File: config.mk
export PLATFORM = sky130hd
export DESIGN_NAME = smw_window_limits
export DESIGN_NICKNAME = d
export VERILOG_FILES = /design/src/rtl/smw_pkg.sv /design/src/rtl/smw_region_gate.sv /design/src/rtl/smw_window_limits.sv
export SDC_FILE = /design/constraint.sdc
export NUM_CORES = 1
export LEC_CHECK = 0
export BUFFER_PORTS_ARGS = -buffer_cell sky130_fd_sc_hd__buf_2
export CAP_MARGIN = 20
export CORE_AREA = 2 2 164 230
export CTS_CLUSTER_DIAMETER = 80
export DETAILED_ROUTE_END_ITERATION = 12
export DIE_AREA = 0 0 166 232
export SLEW_MARGIN = 20
export SYNTH_ARGS = -nofsm -noshare
export SYNTH_HDL_FRONTEND = slang
export SYNTH_SLANG_ARGS = --single-unit
File: constraint.sdc
create_clock -name ref_clk -period 7.8 [get_ports ref_clk]
set_clock_uncertainty 0.2 [all_clocks]
set_input_delay 0 -clock ref_clk [delete_from_list [all_inputs] [get_ports ref_clk]]
set_output_delay 0 -clock ref_clk [all_outputs]
set_load 0.1 [all_outputs]
File: src/rtl/smw_pkg.sv
package smw_pkg;

    // Controller register port width and register offsets
    localparam int unsigned        SMW_REG_AW      = 12;
    localparam logic [11:0]        SMW_OFF_BASE0   = 12'h104;
    localparam logic [11:0]        SMW_OFF_RDLIM0  = 12'h108;
    localparam logic [11:0]        SMW_OFF_WRLIM0  = 12'h10A;
    localparam logic [11:0]        SMW_OFF_BASE1   = 12'h10C;
    localparam logic [11:0]        SMW_OFF_RDLIM1  = 12'h110;
    localparam logic [11:0]        SMW_OFF_WRLIM1  = 12'h112;
    localparam logic [11:0]        SMW_OFF_STATUS  = 12'h120;

    // Field layout: base in 31:2, ceilings in 14:2, region select in offset bit 15
    localparam int unsigned        SMW_BASE_LSB    = 2;
    localparam int unsigned        SMW_BASE_W      = 30;
    localparam int unsigned        SMW_LIM_LSB     = 2;
    localparam int unsigned        SMW_LIM_W       = 13;
    localparam int unsigned        SMW_SEL_BIT     = 15;
    localparam int unsigned        SMW_OFF_W       = 16;

    // Reset values
    localparam logic [29:0]        SMW_BASE_RST    = 30'h00000000;
    localparam logic [12:0]        SMW_LIM_RST     = 13'h0000;
    localparam logic [15:0]        SMW_WOFF_RST    = 16'h0000;
    localparam logic [31:0]        SMW_DATA_RST    = 32'h00000000;

    // Read path latency of the internal memory, in cycles
    localparam int unsigned        SMW_MEM_LAT     = 1;

    // Window engine states
    typedef enum logic [1:0] {
        SMW_IDLE,
        SMW_ISSUE,
        SMW_CAPTURE
    } smw_state_type;

    // Request toward internal memory
    typedef struct packed {
        logic        req;
        logic        we;
        logic [31:0] addr;
        logic [3:0]  be;
        logic [31:0] wdata;
    } smw_mem_req_type;

    localparam smw_mem_req_type SMW_MEM_IDLE = '{1'b0, 1'b0, 32'h00000000, 4'h0, 32'h00000000};

endpackage : smw_pkg

File: src/rtl/smw_region_gate.sv
`timescale 1ns/1ps
`default_nettype none

module smw_region_gate import smw_pkg::*; (
    // Access selection
    input  wire logic [12:0] word_off,
    input  wire logic        region_sel,
    // Region settings
    input  wire logic [29:0] base0,
    input  wire logic [29:0] base1,
    input  wire logic [12:0] ceil0,
    input  wire logic [12:0] ceil1,
    // Verdict
    output logic             allow,
    output logic [31:0]      addr
);

    logic [29:0] base_sel;
    logic [12:0] ceil_sel;

    // Region select picks base and ceiling
    always_comb begin
        base_sel = region_sel ? base1 : base0;
        ceil_sel = region_sel ? ceil1 : ceil0;
    end

    // Strictly below ceiling passes; start plus word offset
    always_comb begin
        allow = (word_off < ceil_sel);
        addr  = {base_sel, 2'b00} + {17'h00000, word_off, 2'b00};
    end

endmodule : smw_region_gate

`default_nettype wire

File: src/rtl/smw_window_limits.sv
`timescale 1ns/1ps
`default_nettype none

// Behaviour
// - region 0 read only below read ceiling
// - region 0 write only below write ceiling
// - region 1 start from base bits 31:2
// - region 1 target is base plus offset
// - region 1 read only below read ceiling
// - region 0 target is base plus offset
// - region 1 write only below write ceiling
module smw_window_limits import smw_pkg::*; (
    // Clock and reset
    input  wire logic                  ref_clk,
    input  wire logic                  arst_n,
    // Controller register port
    input  wire logic [SMW_REG_AW-1:0] reg_addr,
    input  wire logic [31:0]           reg_wdata,
    input  wire logic                  reg_wr,
    input  wire logic                  reg_rd,
    output logic      [31:0]           reg_rdata,
    // Host offset register
    input  wire logic                  host_off_wr,
    input  wire logic [15:0]           host_off_wdata,
    output logic      [15:0]           host_off_rdata,
    // Host data port
    input  wire logic                  host_data_rd,
    input  wire logic                  host_data_wr,
    input  wire logic [3:0]            host_data_be,
    input  wire logic [31:0]           host_data_wdata,
    output logic      [31:0]           host_data_rdata,
    output logic                       host_rd_done,
    output logic                       host_busy,
    // Internal memory port
    output smw_mem_req_type            mem_req,
    input  wire logic [31:0]           mem_rdata
);

    // Reset release chain
    logic                  rst_meta;
    logic                  rst_n;

    // Register file
    logic [29:0]           base0;
    logic [29:0]           base1;
    logic [12:0]           ceil_r0;
    logic [12:0]           ceil_w0;
    logic [12:0]           ceil_r1;
    logic [12:0]           ceil_w1;
    logic [29:0]           next_base0;
    logic [29:0]           next_base1;
    logic [12:0]           next_ceil_r0;
    logic [12:0]           next_ceil_w0;
    logic [12:0]           next_ceil_r1;
    logic [12:0]           next_ceil_w1;
    logic [31:0]           next_reg_rdata;

    // Window engine
    smw_state_type         state;
    smw_state_type         next_state;
    logic [15:0]           window_offset_register;
    logic [15:0]           next_window_offset_register;
    logic [31:0]           window_data_port;
    logic [31:0]           next_window_data_port;
    logic                  next_rd_done;
    logic                  next_busy;
    smw_mem_req_type       next_mem_req;
    logic                  last_rd_blocked;
    logic                  last_wr_blocked;
    logic                  next_last_rd_blocked;
    logic                  next_last_wr_blocked;

    // Gate verdicts
    logic                  rd_allow;
    logic                  wr_allow;
    logic [31:0]           rd_addr;
    logic [31:0]           wr_addr;
    logic                  window_offset_high_field;
    logic [12:0]           word_off;

    // Release reset through two flops
    always_ff @(posedge ref_clk or negedge arst_n) begin
        if (!arst_n) begin
            rst_meta <= 1'b0;
            rst_n    <= 1'b0;
        end else begin
            rst_meta <= 1'b1;
            rst_n    <= rst_meta;
        end
    end

    // Offset fields
    always_comb begin
        window_offset_high_field = window_offset_register[SMW_SEL_BIT];
        word_off                 = window_offset_register[14:2];
    end

    smw_region_gate u_rd_gate (
        .word_off   (word_off),
        .region_sel (window_offset_high_field),
        .base0      (base0),
        .base1      (base1),
        .ceil0      (ceil_r0),
        .ceil1      (ceil_r1),
        .allow      (rd_allow),
        .addr       (rd_addr)
    );

    smw_region_gate u_wr_gate (
        .word_off   (word_off),
        .region_sel (window_offset_high_field),
        .base0      (base0),
        .base1      (base1),
        .ceil0      (ceil_w0),
        .ceil1      (ceil_w1),
        .allow      (wr_allow),
        .addr       (wr_addr)
    );

    // Controller register writes and reads
    always_comb begin
        next_base0     = base0;
        next_base1     = base1;
        next_ceil_r0   = ceil_r0;
        next_ceil_w0   = ceil_w0;
        next_ceil_r1   = ceil_r1;
        next_ceil_w1   = ceil_w1;
        next_reg_rdata = 32'h00000000;
        if (reg_wr) begin
            case (reg_addr)
                SMW_OFF_BASE0:  next_base0   = reg_wdata[31:2];
                SMW_OFF_RDLIM0: next_ceil_r0 = reg_wdata[14:2];
                SMW_OFF_WRLIM0: next_ceil_w0 = reg_wdata[14:2];
                SMW_OFF_BASE1:  next_base1   = reg_wdata[31:2];
                SMW_OFF_RDLIM1: next_ceil_r1 = reg_wdata[14:2];
                SMW_OFF_WRLIM1: next_ceil_w1 = reg_wdata[14:2];
                default:        next_base0   = base0;
            endcase
        end
        if (reg_rd) begin
            case (reg_addr)
                SMW_OFF_BASE0:  next_reg_rdata = {base0, 2'b00};
                SMW_OFF_RDLIM0: next_reg_rdata = {17'h00000, ceil_r0, 2'b00};
                SMW_OFF_WRLIM0: next_reg_rdata = {17'h00000, ceil_w0, 2'b00};
                SMW_OFF_BASE1:  next_reg_rdata = {base1, 2'b00};
                SMW_OFF_RDLIM1: next_reg_rdata = {17'h00000, ceil_r1, 2'b00};
                SMW_OFF_WRLIM1: next_reg_rdata = {17'h00000, ceil_w1, 2'b00};
                SMW_OFF_STATUS: next_reg_rdata = {13'h0000, last_wr_blocked, last_rd_blocked,
                                                  host_busy, window_offset_register};
                default:        next_reg_rdata = 32'h00000000;
            endcase
        end
    end

    // Register file storage
    always_ff @(posedge ref_clk or negedge rst_n) begin
        if (!rst_n) begin
            base0     <= SMW_BASE_RST;
            base1     <= SMW_BASE_RST;
            ceil_r0   <= SMW_LIM_RST;
            ceil_w0   <= SMW_LIM_RST;
            ceil_r1   <= SMW_LIM_RST;
            ceil_w1   <= SMW_LIM_RST;
            reg_rdata <= SMW_DATA_RST;
        end else begin
            base0     <= next_base0;
            base1     <= next_base1;
            ceil_r0   <= next_ceil_r0;
            ceil_w0   <= next_ceil_w0;
            ceil_r1   <= next_ceil_r1;
            ceil_w1   <= next_ceil_w1;
            reg_rdata <= next_reg_rdata;
        end
    end

    // Window engine: host offset, data port, memory requests
    always_comb begin
        next_state                  = state;
        next_window_offset_register = window_offset_register;
        next_window_data_port       = window_data_port;
        next_rd_done                = 1'b0;
        next_mem_req                = SMW_MEM_IDLE;
        next_last_rd_blocked        = last_rd_blocked;
        next_last_wr_blocked        = last_wr_blocked;
        if (host_off_wr) begin
            next_window_offset_register = host_off_wdata;
        end
        case (state)
            SMW_IDLE: begin
                if (host_data_rd) begin
                    if (rd_allow) begin
                        next_mem_req.req  = 1'b1;
                        next_mem_req.addr = rd_addr;
                        next_mem_req.be   = 4'hF;
                        next_state        = SMW_ISSUE;
                    end else begin
                        next_rd_done = 1'b1;
                    end
                    next_last_rd_blocked = !rd_allow;
                end else if (host_data_wr) begin
                    for (int i = 0; i < 4; i++) begin
                        if (host_data_be[i]) begin
                            next_window_data_port[8*i +: 8] = host_data_wdata[8*i +: 8];
                        end
                    end
                    if (wr_allow) begin
                        next_mem_req.req   = 1'b1;
                        next_mem_req.we    = 1'b1;
                        next_mem_req.addr  = wr_addr;
                        next_mem_req.be    = host_data_be;
                        next_mem_req.wdata = host_data_wdata;
                    end
                    next_last_wr_blocked = !wr_allow;
                end
            end
            SMW_ISSUE: begin
                next_state = SMW_CAPTURE;
            end
            SMW_CAPTURE: begin
                next_window_data_port = mem_rdata;
                next_rd_done          = 1'b1;
                next_state            = SMW_IDLE;
            end
            default: begin
                next_state = SMW_IDLE;
            end
        endcase
        next_busy = (next_state != SMW_IDLE);
    end

    // Window engine storage
    always_ff @(posedge ref_clk or negedge rst_n) begin
        if (!rst_n) begin
            state                  <= SMW_IDLE;
            window_offset_register <= SMW_WOFF_RST;
            window_data_port       <= SMW_DATA_RST;
            host_rd_done           <= 1'b0;
            host_busy              <= 1'b0;
            mem_req                <= SMW_MEM_IDLE;
            last_rd_blocked        <= 1'b0;
            last_wr_blocked        <= 1'b0;
        end else begin
            state                  <= next_state;
            window_offset_register <= next_window_offset_register;
            window_data_port       <= next_window_data_port;
            host_rd_done           <= next_rd_done;
            host_busy              <= next_busy;
            mem_req                <= next_mem_req;
            last_rd_blocked        <= next_last_rd_blocked;
            last_wr_blocked        <= next_last_wr_blocked;
        end
    end

    // Host-facing copies
    always_comb begin
        host_off_rdata  = window_offset_register;
        host_data_rdata = window_data_port;
    end

    // Checker helpers: expected targets per region
    logic [31:0] chk_addr0;
    logic [31:0] chk_addr1;
    logic        chk_rd_go;
    logic        chk_wr_go;

    always_comb begin
        chk_addr0 = {base0, 2'b00} + {17'h00000, window_offset_register[14:2], 2'b00};
        chk_addr1 = {base1, 2'b00} + {17'h00000, window_offset_register[14:2], 2'b00};
        chk_rd_go = host_data_rd && (state == SMW_IDLE);
        chk_wr_go = host_data_wr && !host_data_rd && (state == SMW_IDLE);
    end
endmodule : smw_window_limits

`default_nettype wire

==> reports/results.tsv <==
metric	value	unit
Flop pwr share	38.7	%
Fin. Hold Viols	0	
Tmin final	4.41	ns
Clock H-tree levels	1	
routed wire length	39000	um
power per cell area	232	nW/um^2
RSZ-0062 raised after global routing	false	
Setup CP Type	flop to flop	
Lkg Pwr	8.57	nW
CTS tree	done	
DRT Pass-1 Iters	6	
Placed Cells	1728	
Pwr Total	4.02	mW
setup tns final	0	ns
largest net degree at the start of global routing	182	
Worst-Margin Slew	1.09	ns
DRT iter0 DRCs	489	
fmax	0.227	GHz
DRC Markers	0	
final slew viol count	0	
die span in y	232	um
share of cells above drive strength 1	33.8	%
critical path arrival	4.66	ns
crit path max fanout	56	
core area	36500	sq um
Wirelength per Cell	19.8	um
root buf cell	clkbuf_16	
vias in the first global route	10803	
Worst Setup Start Kind	flop	
I/O Pins	287	
Top FF cell, synth	dfrtp_1	
Commonest cells post-synth	268 x dfrtp_1, 133 x mux2_2, 68 x mux2i_1, 60 x nor2_1, 48 x nand2_1	
number of flops mapped to enable cells by yosys	0	
power share of the clock group	34.2	%
Worst-Skew Late Latency	0.56	ns
Yosys cell types	67	
Syn Std Cell Area	12500	sq um
DR vias	10190	
asr flop ratio synth	100	%
Clock Pin Slew Worst Setup and Hold Paths	0.06	ns
Initial Util	34.4	%
die area	38500	sq um
Clock Path Buffers	3	
period utilization	56.6	%
dominant cells by area after synthesis	dfrtp_1 53%, mux2_2 12%, mux2i_1 5.4%, ha_1 3.7%, a22oi_1 2.4%	
status	complete, no violations	
max cap viols	0	
first-pass GRT wire length	60300	um
initial antenna violation count	1	
pre-CTS setup slack	3.51	ns
Cells after Synth	1022	
Comb power frac	27.1	%
sw frac	37.2	%
cts bufs inserted	29	
# rows	83	
Internal	2.52	mW
CP required	8.05	ns
Nets	1653	
Placer Congestion	0.826	
number of clock sinks	268	
final setup violating endpoints	0	
post-synth top area share	53.5	%
hpwl dp	25100	um
Total GRT Usage	19.9	%
Switch Pwr	1.50	mW
Finished Layout Cells	1967	
setup ws final	3.39	ns
Synth Register Bits	268	
share of the yosys chip area belonging to registers	53.5	%
gr ovfl total	0	
CP Capture Type	flop	
Syn Area/Cell	12.3	sq um
top-count cell post-synth	dfrtp_1	
die width	166	um
PortBufs	282	
Slew headroom	26.8	%
CTS resizes	0	
synth warn	0	
Hold Crit Class	flop to asynchronous set/reset pin	
P&R area growth vs syn	37.8	%
Synth area leader	dfrtp_1	
Vias/cell	5.18	
antenna viol nets, final	0	
peak supply drop	0.272	mV
fillcell total	3242	
## final timing paths
kind	startpoint	to	slack (ns)	cells after the start
min in group ref_clk	host_data_wdata[29]	mem_req[29]	0.03	3
max reg2reg	host_off_rdata[15]	mem_req[66]	3.39	8
max in group asynchronous	rst_n	host_off_rdata[15]	6.07	1
min reg2reg	rst_n	mem_req[26]	0.03	0
min	rst_n	mem_req[26]	0.03	0
max	host_off_rdata[15]	mem_req[66]	3.39	8
## cell families after synthesis
logic type	share of synthesized area [%]
compound gates	11.2
xor+xnor	1.61
fa+ha+maj	3.85
buf+inv	2.29
flops	53.5
mux	18.6
other cells	0.0599
simple gates	9.02
## worst max-delay path, cell delays in order (launching register included)
cell       delay, ns
dfrtp_4         0.81
buf_4           0.64
mux2_2          0.41
ha_1            0.36
nand2_1         0.09
o31ai_1         0.91
o2111ai_1       0.33
o21a_1          0.26
nor3_1          0.26
## sequential cells by signal (all words and copies together), names as in the netlist, 2 cells and up
| signal | count |
|---|---|
| mem_req | 68 |
| host_data_rdata | 32 |
| reg_rdata | 32 |
| base0 | 30 |
| base1 | 30 |
| host_off_rdata | 16 |
| ceil_r0 | 13 |
| ceil_r1 | 13 |
| ceil_w0 | 13 |
| ceil_w1 | 13 |
| state | 2 |
## power by group through the flow
| stage | Clock [mW] | Combinational [mW] | Sequential (mW) |
|---|---|---|---|
| 2_1_floorplan | 0 | 0.186 | 2.17 |
| 3_5_place_dp | 0 | 1.00 | 1.58 |
| 4_1_cts | 1.42 | 1.08 | 1.55 |
| 5_1_grt | 1.46 | 1.14 | 1.57 |
| 3_3_place_gp | 0 | 0.998 | 1.57 |
| 6_report | 1.37 | 1.09 | 1.55 |
## layout by cell type (no fill, tap or decap), drive strengths merged, types with 12 or more instances in the layout
cell and instances:
dfrtp 268, mux2i 68, nand3 12, and3 37
mux2 143, o21ai 42, a22oi 40, nor2 60
buf 296, dlygate4sd3 188, xnor2 12, a31oi 13
nand2 50, a21o 14, a21oi 26, ha 37
a222oi 18, clkbuf 41
## timing repair
action / 4_1_cts / 5_1_grt
hold buffers: 188 / 0
buffers inserted: 0 / 0
hold endpoints to repair: 230 / 0
## routing by layer
metal / track usage [%] / vias to the layer above / routed length [um]
met2: 37.5 / 382 / 20600
li1: - / 4694 / -
met4: 7.42 / 0 / 1180
met5: 0 / - / 0
met3: 3.61 / 67 / 2350
met1: 22.1 / 5047 / 14800
## through the flow
stage | instance area, sq um | utilization [%] | hold WS, ns
floorplan | 12500 | - | -0.496
CTS | 17300 | 47.4 | 0.00238
finish | 17300 | 47.4 | 0.0276
global route | 17300 | 47.4 | 0.0360
global placement | 14500 | 39.7 | -0.412
detailed placement | 14500 | 39.7 | -0.412
## layout make-up
class	instances	area [sq um]	area share, %
Antenna cell	1	2.50	0.0145
Clock buffer	41	831	4.80
Clock inverter	9	108	0.622
Inverter	7	26.3	0.152
Multi-Input combinational cell	690	5620	32.5
Sequential cell	268	6710	38.8
Tap cell	467	584	3.38
Timing Repair Buffer	484	3410	19.7
(Power assumes the default switching activity.)
